--- src/hdl/tcc_pkg.sv ---
/*
 * shared constants and types for the two-channel capture/compare block:
 * register byte offsets, status/control layout, edge/level codes, channel
 * modes and the bundle that carries the shared counter's state.
 * assumes a classic wishbone slave with 32-bit data, one register per word.
 */
package tcc_pkg;

    // register byte offsets, one aligned word each, data in bits 7:0
    localparam logic [7:0] ADR_SC0 = 8'h00;
    localparam logic [7:0] ADR_SC1 = 8'h04;
    localparam logic [7:0] ADR_V0H = 8'h08;
    localparam logic [7:0] ADR_V0L = 8'h0c;
    localparam logic [7:0] ADR_V1H = 8'h10;
    localparam logic [7:0] ADR_V1L = 8'h14;

    // reset values
    localparam logic [7:0]  SC_RESET  = 8'h00;
    localparam logic [15:0] VAL_RESET = 16'h0000;

    // edge/level select encodings
    localparam logic [1:0] ELS_OFF  = 2'b00;
    localparam logic [1:0] ELS_RISE = 2'b01;
    localparam logic [1:0] ELS_FALL = 2'b10;
    localparam logic [1:0] ELS_BOTH = 2'b11;

    // stages in the pin synchroniser
    localparam int SYNC_STAGES = 3;

    // channel status/control layout, bit 7 down to bit 0
    typedef struct packed {
        logic       channel_event_flag;
        logic       channel_irq_enable;
        logic       buffered_mode_select;
        logic       mode_select_low;
        logic [1:0] edge_level_select;
        logic       toggle_on_wrap;
        logic       full_duty_force;
    } tcc_sc_t;

    // decoded channel function
    typedef enum logic [2:0] {
        TCC_MODE_OFF    = 3'b000,
        TCC_MODE_PRESET = 3'b001,
        TCC_MODE_CAP    = 3'b010,
        TCC_MODE_CMP    = 3'b011,
        TCC_MODE_BUFF   = 3'b100
    } tcc_mode_t;

    // state of the shared counter, all on mclk
    typedef struct packed {
        logic [15:0] value;
        logic        tick;
        logic        wrap;
        logic        halt;
        logic        brk;
    } tcc_cnt_t;

endpackage : tcc_pkg

--- src/hdl/tcc_capture_compare.sv ---
/*
 * two-channel input capture / output compare / pwm logic beside a shared
 * 16-bit modulo counter, with its registers on a classic wishbone slave.
 * assumes the counter, prescaler and modulo logic sit outside and present
 * their state on cnt_i, synchronous to mclk; channel pins are external.
 */
`timescale 1ns/100ps

// Operation
// - capture channel sets its event flag on the selected pin edge.
// - compare channel sets its event flag when counter equals channel value.
// - flag clears by status read with flag set, then zero write; events win.
// - writing one to the flag changes nothing; reset clears the flag.
// - interrupt request only while enable and flag are both set.
// - channel 0 buffered bit disables channel 1 control and frees its pin.
// - with edge/level nonzero, low mode bit picks compare or capture.
// - with edge/level zero, low mode bit presets level: one low, zero high.
// - edge/level zero leaves the pin to the port; drive only once enabled.
// - capture codes: 01 rising, 10 falling, 11 both edges.
// - compare codes: 00 flag only, 01 toggle, 10 low, 11 high.
// - toggle-on-wrap toggles compare output at each overflow; reset clears.
// - overflow toggle takes precedence over a coincident compare.
// - full duty force with toggle-on-wrap gives 100% duty, next period.
// - value registers hold captured counter or compare value.
// - reading capture high byte blocks captures until low byte read.
// - writing compare high byte blocks compares and flag until low written.
// - reset clears edge/level and low mode bits, pins disconnected.
// - debug break blocks all input captures.
// - counter halt blocks input captures while set.
// - counter wrap marks the pwm period for the channels.
module tcc_capture_compare
    import tcc_pkg::*;
(
    input  wire logic        mclk,
    input  wire logic        rst_n,
    input  wire logic        ce,
    input  wire logic        wb_cyc_i,
    input  wire logic        wb_stb_i,
    input  wire logic        wb_we_i,
    input  wire logic [7:0]  wb_adr_i,
    input  wire logic [3:0]  wb_sel_i,
    input  wire logic [31:0] wb_dat_i,
    output logic      [31:0] wb_dat_o,
    output logic             wb_ack_o,
    input  wire tcc_cnt_t    cnt_i,
    input  wire logic [1:0]  pin_in,
    output logic      [1:0]  pin_out,
    output logic      [1:0]  pin_oe,
    output logic      [1:0]  irq
);

    tcc_sc_t     sc_q    [2];
    tcc_sc_t     sc_d    [2];
    logic [15:0] val_q   [2];
    logic [15:0] val_d   [2];
    logic [1:0]  armed_q, armed_d;
    logic [1:0]  rlock_q, rlock_d;
    logic [1:0]  wlock_q, wlock_d;
    logic [1:0]  fmax_q,  fmax_d;
    logic [1:0]  out_d,   oe_d,  irq_d;
    logic        bsel_q,  bsel_d;
    logic [1:0]  s1_q, s2_q, s3_q, lvl_q, lvl_d;
    logic        ack_d;
    logic [31:0] dat_d;

    tcc_mode_t   mode_w  [2];
    logic [1:0]  cap_ev, hit, wrap_ev, rise, fall;
    logic [15:0] cmpval  [2];
    logic        req, rd, wr, buf0;
    tcc_sc_t     wd;

    // channel function from its control bits
    function automatic tcc_mode_t chan_mode(input tcc_sc_t s, input logic is_ch1,
                                            input logic b0);
        if (is_ch1 && b0) return TCC_MODE_OFF;
        if (s.edge_level_select == ELS_OFF) return TCC_MODE_PRESET;
        if (!is_ch1 && s.buffered_mode_select) return TCC_MODE_BUFF;
        if (s.mode_select_low) return TCC_MODE_CMP;
        return TCC_MODE_CAP;
    endfunction : chan_mode

    // bus request decode; a request is taken once, in the cycle before ack
    assign req  = wb_cyc_i && wb_stb_i && !wb_ack_o;
    assign rd   = req && !wb_we_i;
    assign wr   = req && wb_we_i && wb_sel_i[0];
    assign buf0 = sc_q[0].buffered_mode_select;
    assign wd   = tcc_sc_t'(wb_dat_i[7:0]);

    // event detection per channel from current state
    always_comb begin
        for (int c = 0; c < 2; c++) begin
            mode_w[c] = chan_mode(sc_q[c], c == 1, buf0);
            rise[c] = (s2_q[c] == s3_q[c]) && s3_q[c] && !lvl_q[c];
            fall[c] = (s2_q[c] == s3_q[c]) && !s3_q[c] && lvl_q[c];
            cap_ev[c] = (mode_w[c] == TCC_MODE_CAP)
                        && !cnt_i.brk
                        && !cnt_i.halt
                        && !rlock_q[c]
                        && ((rise[c] && sc_q[c].edge_level_select[0])
                            || (fall[c] && sc_q[c].edge_level_select[1]));
            cmpval[c] = (mode_w[c] == TCC_MODE_BUFF) ? val_q[bsel_q] : val_q[c];
            hit[c] = cnt_i.tick && (cnt_i.value == cmpval[c])
                     && ((mode_w[c] == TCC_MODE_CMP) || (mode_w[c] == TCC_MODE_BUFF)
                         || ((mode_w[c] == TCC_MODE_PRESET) && sc_q[c].mode_select_low))
                     && !(wlock_q[c] || ((mode_w[c] == TCC_MODE_BUFF) && wlock_q[1]));
            wrap_ev[c] = cnt_i.tick && cnt_i.wrap
                         && ((mode_w[c] == TCC_MODE_CMP) || (mode_w[c] == TCC_MODE_BUFF));
        end
    end

    // next state for registers, locks and pins; hardware events win over bus
    always_comb begin
        sc_d    = sc_q;
        val_d   = val_q;
        armed_d = armed_q;
        rlock_d = rlock_q;
        wlock_d = wlock_q;
        fmax_d  = fmax_q;
        out_d   = pin_out;
        oe_d    = pin_oe;
        bsel_d  = bsel_q;
        lvl_d   = lvl_q;
        irq_d   = irq;
        ack_d   = req;
        dat_d   = 32'h0000_0000;
        for (int c = 0; c < 2; c++) begin
            logic sc_sel;
            logic vh_sel;
            logic vl_sel;
            sc_sel = (wb_adr_i == ((c == 1) ? ADR_SC1 : ADR_SC0)) && !((c == 1) && buf0);
            vh_sel = (wb_adr_i == ((c == 1) ? ADR_V1H : ADR_V0H));
            vl_sel = (wb_adr_i == ((c == 1) ? ADR_V1L : ADR_V0L));
            if (s2_q[c] == s3_q[c]) begin
                lvl_d[c] = s3_q[c];
            end
            // read data; a disabled control register reads as zero
            if (req && sc_sel) begin
                dat_d[7:0] = sc_q[c];
            end
            if (req && vh_sel) begin
                dat_d[7:0] = val_q[c][15:8];
            end
            if (req && vl_sel) begin
                dat_d[7:0] = val_q[c][7:0];
            end
            if (rd && sc_sel && sc_q[c].channel_event_flag) begin
                armed_d[c] = 1'b1;
            end
            if (wr && sc_sel) begin
                sc_d[c] = wd;
                sc_d[c].channel_event_flag = sc_q[c].channel_event_flag
                                             & ~(armed_q[c] & ~wd.channel_event_flag);
                if (c == 1) begin
                    sc_d[c].buffered_mode_select = 1'b0;
                end
                armed_d[c] = 1'b0;
            end
            if (rd && vh_sel && (mode_w[c] == TCC_MODE_CAP)) begin
                rlock_d[c] = 1'b1;
            end
            if (rd && vl_sel) begin
                rlock_d[c] = 1'b0;
            end
            if (wr && vh_sel) begin
                val_d[c][15:8] = wb_dat_i[7:0];
                if (sc_q[c].buffered_mode_select || sc_q[c].mode_select_low
                    || ((c == 1) && buf0)) begin
                    wlock_d[c] = 1'b1;
                end
            end
            if (wr && vl_sel) begin
                val_d[c][7:0] = wb_dat_i[7:0];
                wlock_d[c]    = 1'b0;
            end
            if (cap_ev[c]) begin
                val_d[c] = cnt_i.value;
            end
            if (cap_ev[c] || hit[c]) begin
                sc_d[c].channel_event_flag = 1'b1;
                armed_d[c] = 1'b0;
            end
            // pin behaviour per mode
            case (mode_w[c])
                TCC_MODE_PRESET: begin
                    out_d[c]  = ~sc_q[c].mode_select_low;
                    oe_d[c]   = 1'b0;
                    fmax_d[c] = 1'b0;
                end
                TCC_MODE_CMP, TCC_MODE_BUFF: begin
                    oe_d[c] = 1'b1;
                    if (wrap_ev[c]) begin
                        fmax_d[c] = sc_q[c].toggle_on_wrap & sc_q[c].full_duty_force;
                    end
                    if (wrap_ev[c] && sc_q[c].toggle_on_wrap) begin
                        if (fmax_q[c]) begin
                            out_d[c] = (sc_q[c].edge_level_select != ELS_BOTH);
                        end else begin
                            out_d[c] = ~pin_out[c];
                        end
                    end else if (hit[c] && !fmax_q[c]) begin
                        case (sc_q[c].edge_level_select)
                            ELS_RISE: out_d[c] = ~pin_out[c];
                            ELS_FALL: out_d[c] = 1'b0;
                            ELS_BOTH: out_d[c] = 1'b1;
                            default:  out_d[c] = pin_out[c];
                        endcase
                    end
                end
                TCC_MODE_CAP, TCC_MODE_OFF: begin
                    oe_d[c]   = 1'b0;
                    fmax_d[c] = 1'b0;
                end
                default: begin
                    oe_d[c] = 1'b0;
                end
            endcase
            irq_d[c] = sc_d[c].channel_irq_enable & sc_d[c].channel_event_flag;
        end
        if (mode_w[0] != TCC_MODE_BUFF) begin
            bsel_d = 1'b0;
        end else if (wrap_ev[0]) begin
            bsel_d = ~bsel_q;
        end
    end

    // three-stage pin synchroniser; stage one feeds only stage two
    always_ff @(posedge mclk or negedge rst_n) begin
        if (!rst_n) begin
            s1_q <= 2'b00;
            s2_q <= 2'b00;
            s3_q <= 2'b00;
        end else if (ce) begin
            s1_q <= pin_in;
            s2_q <= s1_q;
            s3_q <= s2_q;
        end
    end

    // state registers; the clock enable freezes everything while low
    always_ff @(posedge mclk or negedge rst_n) begin
        if (!rst_n) begin
            sc_q[0]  <= tcc_sc_t'(SC_RESET);
            sc_q[1]  <= tcc_sc_t'(SC_RESET);
            // contents are undefined to software; zero keeps simulation clean
            val_q[0] <= VAL_RESET;
            val_q[1] <= VAL_RESET;
            armed_q  <= 2'b00;
            rlock_q  <= 2'b00;
            wlock_q  <= 2'b00;
            fmax_q   <= 2'b00;
            pin_out  <= 2'b00;
            pin_oe   <= 2'b00;
            bsel_q   <= 1'b0;
            lvl_q    <= 2'b00;
            irq      <= 2'b00;
            wb_ack_o <= 1'b0;
            wb_dat_o <= 32'h0000_0000;
        end else if (ce) begin
            sc_q     <= sc_d;
            val_q    <= val_d;
            armed_q  <= armed_d;
            rlock_q  <= rlock_d;
            wlock_q  <= wlock_d;
            fmax_q   <= fmax_d;
            pin_out  <= out_d;
            pin_oe   <= oe_d;
            bsel_q   <= bsel_d;
            lvl_q    <= lvl_d;
            irq      <= irq_d;
            wb_ack_o <= ack_d;
            wb_dat_o <= dat_d;
        end
    end
endmodule : tcc_capture_compare

--- config.mk ---
export PLATFORM = sky130hd
export DESIGN_NAME = tcc_capture_compare
export DESIGN_NICKNAME = d
export VERILOG_FILES = /design/src/hdl/tcc_pkg.sv /design/src/hdl/tcc_capture_compare.sv
export SDC_FILE = /design/constraint.sdc
export NUM_CORES = 1
export LEC_CHECK = 0
export BUFFER_PORTS_ARGS = -buffer_cell sky130_fd_sc_hd__buf_2
export CAP_MARGIN = 30
export CORE_MARGIN = 8
export CORE_UTILIZATION = 35
export CTS_BUF_LIST = sky130_fd_sc_hd__clkbuf_4 sky130_fd_sc_hd__clkbuf_8
export DETAILED_ROUTE_END_ITERATION = 16
export PLACE_DENSITY = 0.62
export SETUP_SLACK_MARGIN = 0.1
export SLEW_MARGIN = 5
export SYNTH_ARGS = -nofsm -noshare
export SYNTH_HDL_FRONTEND = slang
export SYNTH_SLANG_ARGS = --single-unit
--- constraint.sdc ---
create_clock -name mclk -period 2.5 [get_ports mclk]
set_clock_uncertainty 0.1 [all_clocks]
set_input_delay 0.5 -clock mclk [delete_from_list [all_inputs] [get_ports mclk]]
set_output_delay 0.5 -clock mclk [all_outputs]
set_load 0.05 [all_outputs]
# Word-level counts from Yosys, hierarchy flattened
# Index checks and enable logic that the tools add are counted.
[word_totals] reg_bits=79 latchBits=0 ram_bits=0 romBits=0 word_cells=302 n_memories=0
[op_classes] addsub=0 multipliers=0 n_div=0 magnitude_cmp=1 eq_ne=32 shift=0 muxes=78 n_bitwise=17 reduce_logical=137
[op_table] cell="$mux 16" count=7
[op_table] cell="$mux 8" count=12
[op_table] cell="$logic_and 1x1->1" count=65
[op_table] cell="$mux 1" count=41
[op_table] cell="$mux 3" count=12
[op_table] cell="$eq 16x16->1" count=2
[op_table] cell="$reduce_bool 2->1" count=15
[op_table] cell="$reduce_and 2->1" count=13
[op_table] cell="$eq 8x4->1 const B" count=2
[op_table] cell="$eq 8x5->1 const B" count=2
[op_table] cell="$logic_not 1->1" count=15
[op_table] cell="$eq 3x2->1 const B" count=4
[op_table] cell="$logic_or 1x1->1" count=12
[op_table] cell="$reduce_and 3->1" count=4
[op_table] cell="$ne 5x5->1 const B" count=2
[op_table] cell="$ne 3x3->1 const B" count=3
[op_table] cell="$and 1x1->1" count=8
[op_table] cell="$eq 2x2->1 const B" count=4
[op_table] cell="$eq 8x3->1 const B" count=1
[op_table] cell="$logic_not 8->1" count=1
[op_table] cell="$ne 2x2->1 const B" count=4
[op_table] cell="$not 1->1" count=8
[op_table] cell="$pmux 1 s2" count=4
[op_table] cell="$reduce_and 4->1" count=2
[op_table] cell="12 further kinds" count=22

# Longest topological paths before layout
[logic_depth] ltp_word=18 ltp_mapped=10

# Worst setup path after synthesis
# Ideal clock, no wire load.
[synth_timing] path_type="input-to-reg" from="in wb_adr_i[5]" to="reg sc_q[0] (netlist name)" setup_ns=0.128 arrival_time_ns=2.346 required_ns=2.272 setup_slack_ns=-0.074 stages=7 path_buffers=2 cell_sequence="or3_4 -> or3_1 -> buf_2 -> or4_4 -> buf_6 -> nor2_8 -> mux2_1"
[synth_via] elab_chain_cells=4
[synth_lines] item="from (decl)" line="tcc_capture_compare.sv:40" text="input wire logic [7:0] wb_adr_i,"
[synth_lines] item="$eq 8x3->1" line="tcc_capture_compare.sv:130" text="sc_sel = (wb_adr_i == ((c == 1) ? ADR_SC1 : ADR_SC0)) && !((c == 1) && buf0);"
[synth_lines] item="$logic_and 1x1->1" line="tcc_capture_compare.sv:130"
[synth_lines] item="$logic_and 1x1->1" line="tcc_capture_compare.sv:149" text="if (wr && sc_sel) begin"
[synth_lines] item="$reduce_and 2->1 (no line)"
[synth_lines] item="to (decl)" line="tcc_capture_compare.sv:52" text="tcc_sc_t sc_q [2];"
# No other way between the ends.
# A chain may end at the register's enable or synchronous reset.

# Worst setup path after layout
[layout_timing] from="reg sc_q[10] (netlist name)" to="reg pin_out[0]"
[layout_via] elab_chain_cells=12 elab_cells_between_ends=34 classes_between="eq/ne (10); mux (8); reduce/logical (16)"
[layout_lines] item="$logic_not 2->1" line="tcc_capture_compare.sv:76" text="if (s.edge_level_select == ELS_OFF) return TCC_MODE_PRESET;"
[layout_lines] item="$mux 1" line="tcc_capture_compare.sv:76"
[layout_lines] item="$mux 3" line="tcc_capture_compare.sv:77" text="if (!is_ch1 && s.buffered_mode_select) return TCC_MODE_BUFF;"
[layout_lines] item="$eq 3x3->1"
[layout_lines] item="$mux 16" line="tcc_capture_compare.sv:101" text="cmpval[c] = (mode_w[c] == TCC_MODE_BUFF) ? val_q[bsel_q] : val_q[c];"
[layout_lines] item="$eq 16x16->1" line="tcc_capture_compare.sv:102" text="hit[c] = cnt_i.tick && (cnt_i.value == cmpval[c])"
[layout_lines] item="$logic_and 1x1->1" line="tcc_capture_compare.sv:102"
[layout_lines] item="$logic_and 1x1->1" line="tcc_capture_compare.sv:103" text="&& ((mode_w[c] == TCC_MODE_CMP) || (mode_w[c] == TCC_MODE_BUFF)"
[layout_lines] item="$logic_and 1x1->1" line="tcc_capture_compare.sv:105" text="&& !(wlock_q[c] || ((mode_w[c] == TCC_MODE_BUFF) && wlock_q[1]));"
[layout_lines] item="$logic_and 1x1->1" line="tcc_capture_compare.sv:200" text="end else if (hit[c] && !fmax_q[c]) begin"
[layout_lines] item="$ne 3x3->1 (no line)"
[layout_lines] item="$reduce_and 4->1 (no line)"
[layout_lines] item="to (signal assigned)" line="tcc_capture_compare.sv:265" text="pin_out <= out_d;"
[layout_lines] item="to (decl)" line="tcc_capture_compare.sv:47" text="output logic [1:0] pin_out,"
# Several ways; a longest one is shown, not always the timed one. The select of a mux whose other input is x is not followed.

==> impl_metrics.toml <==
[status]
status = "complete, no violations"

[sta]
rsz0062_at_grt = "yes"
fin_setup_tns_ns = 0
tightest_slew_ns = 0.721
setup_viol = 0
whs_ns = 0.0634
hold_viol = 0
post-route-period-util_pct = 95.8
maxSlewHeadroom_pct = 52.0
final-max-slew-violation-count = 0
fin_crit_ns = 2.39
max_freq_mhz = 418

[worst_setup_path]
crit_fanout = 13
path_delay_family = "compound AO/OA/AOI/OAI gates"
cp_data_required_time_ns = 2.68
critPathMaxStageDelay_ns = 0.41
crit_path_end_kind = "flip-flop"
startpoint_type = "flip-flop"
worstSetupPathType = "reg -> reg"
reg2reg_slack_ns = 0.11
reg2regPathDepth = 8
crit_end = "pin_out[0]"
cp.depth = 8
reg2reg_from = "sc_q[10]"
cp_cell_sequence = "o211ai_2 > buf_12 > mux2i_2 > nor2_1 > a21oi_1 > nand4_1 > o31ai_2 > mux2_2"
rr_endpoint = "pin_out[0]"
cp.buffers_inverters = 1
cp_slowest_cell = "dfrtp_1"
crit_start = "sc_q[10]"
crit_arrival_ns = 2.57

[yosys]
synth_warnings = 0
synth_top_area_share_pct = 40.4
avgSynthCellArea_um2 = 8.82
synth_area_leader_cell = "dfrtp_1"
synth_ff_type = "dfrtp_1"
ys_ff_latch = 79
async_flop_share_pct = 100
synth-edff-count = 0
seq_area_frac_synth_pct = 40.4
synthCells = 555
synth_area_leaders = "dfrtp_1 40%, a21oi_1 5.4%, o21ai_0 5.2%, mux2i_1 4.7%, nand2_1 4.0%"
synth.distinct_cells = 60
syn_area_um2 = 4900

[final_layout]
final_common_cell = "dfrtp_1"
post-route-util_pct = 42.5
nets = 721
final_cell_mix = "78 x dfrtp_1, 58 x buf_2, 53 x a21oi_1"
area_growth_pct = 19.4
drive_gt1_share_pct = 23.1
diodes = 0

[floorplan]
dieArea_um2 = 18000
placementRows = 43
die_x_um = 134
initial_utilization_pct = 35.6
core-area_um2 = 13800
ioPinCount = 111
dieHeight_um = 134

[drt]
drt_iter0_drc = 308
wl_per_cell_um = 18.0
routed_wl_mm = 14.9
via_count = 4431
dr.pass1.iters = 5
ant_nets = 0
drc = 0
via_per_inst = 5.34

[global_routing]
grt_pass1_vias = 4462
antenna_found_initial = 0
grt_pass1_wl_mm = 23.6
gr-usage-all-layers_pct = 16.5
grt_overflow = 0
grt_max_degree = 51

[clocking]
root_buffer = "clkbuf_8"
cts.sinks = 79
cts_hold_buf = 0
cts.clk_slew.worst_paths_ns = 0.09
insertion_delay_ns = 0.38
cts_tree = "done"
cts_buffers = 9
clockBufferDepth = 2
h-tree-depth = 3

[power]
clkPwrFrac_pct = 35.1
switching_share_pct = 30.3
seqPwrFrac_pct = 48.4
switchingPower_w = 0.000861
ir_drop_uv = 284
combPwrFrac_pct = 16.4
power.leakage_nw = 2.76
p_int_w = 0.00198
pwr_density_cell_nw_per_um2 = 486

[placed_design]
gp_congestion = 0.872
io_buffers = 59
hpwl_mm = 11.5

[min_path]
hold_path.class = "in -> async"

[job]
max-cap-violations = 0
## what timing repair did
item | CTS | global route
resized for setup | 1 | 8
buffers inserted | 0 | 4
endpoints found under the hold margin | 0 | 0
pin swaps | 2 | 9
setup endpoints to repair | 1 | 9
## per-layer routing
metal / vias up / track usage, % / share of wire [%] / routed length (um)
met5: - / 0 / 0 / 0
met4: 0 / 5.86 / 1.8 / 265
met3: 20 / 3.44 / 6.5 / 965
met2: 156 / 26.5 / 47 / 7070
met1: 2135 / 21.3 / 44 / 6590
li1: 2120 / - / - / -
## final cells by class
type,instances,area [um2]
Clock buffer,11,151
Sequential cell,79,1980
Fill cell,1396,7930
Clock inverter,4,45.0
Timing Repair Buffer,105,693
Tap cell,180,225
Multi-Input combinational cell,426,2670
Inverter,24,90.1
## worst reg2reg max path: cells and delay by family, from the launching register on
family | cells | cell delay, ns
compound gates | 3 | 0.72
mux | 2 | 0.60
flops | 1 | 0.41
simple gates | 2 | 0.30
buf+inv | 1 | 0.18
## Yosys cell counts (all sizes together), types with 2 or more instances
cell type	n
o221ai	4
o21ai	59
nor4	3
or3	5
nand2	52
o31ai	4
a221oi	4
and2	5
clkbuf	13
o21a	7
xnor2	12
nor2b	11
nand2b	3
nor3b	3
dfrtp	79
inv	23
xor2	12
o211ai	9
nor3	6
mux2i	23
or4	2
a21o	5
nor2	46
o22ai	7
a31oi	9
or2	3
nand3	6
a222oi	4
mux2	17
buf	36
o22a	4
a21oi	53
nand4	8
ha	4
## cells by family after synthesis
kind of cell	synth area share (%)
other cells	0.0766
flops	40.4
mux	8.61
xor+xnor	4.29
simple gates	15.6
buf+inv	7.79
fa+ha+maj	1.02
compound gates	22.3
## per-stage QoR
step                worst slack (ns)  total power, W  cells  area, um2
floorplan                    -0.0736         0.00171    578       4980
global placement              -0.158         0.00185    809       5580
detailed placement            -0.188         0.00186    810       5590
CTS                            0.138         0.00287    825       5790
global route                 0.00899         0.00297    829       5850
finish                         0.106         0.00284    829       5850
## registers in the layout (all words and copies together), names as in the netlist
register / count
val_q: 32
sc_q: 14
wb_dat_o: 8
armed_q: 2
fmax_q: 2
irq: 2
lvl_q: 2
pin_oe: 2
pin_out: 2
rlock_q: 2
s1_q: 2
s2_q: 2
s3_q: 2
wlock_q: 2
bsel_q: 1
buf0: 1
wb_ack_o: 1
## power groups by stage
stage | registers [W] | clock network (W) | logic, W
finish | 0.00138 | 0.000999 | 0.000467
global route | 0.00138 | 0.00107 | 0.000510
CTS | 0.00138 | 0.00103 | 0.000466
detailed placement | 0.00140 | 0 | 0.000463
global placement | 0.00140 | 0 | 0.000455
floorplan | 0.00142 | 0 | 0.000286
## how the worst min path moves through the flow
stage,slack (ns),from,end,cells past startpoint
CTS,0.07,rst_n,val_q[21],1
global placement,0.36,wb_dat_o[2],wb_dat_o[2],1
finish,0.06,rst_n,val_q[21],1
detailed placement,0.37,irq[1],irq[1],1
floorplan,0.10,rst_n,armed_q[0],0
global route,0.1,rst_n,val_q[29],1
Note: power is estimated with default switching activity, not from simulation.
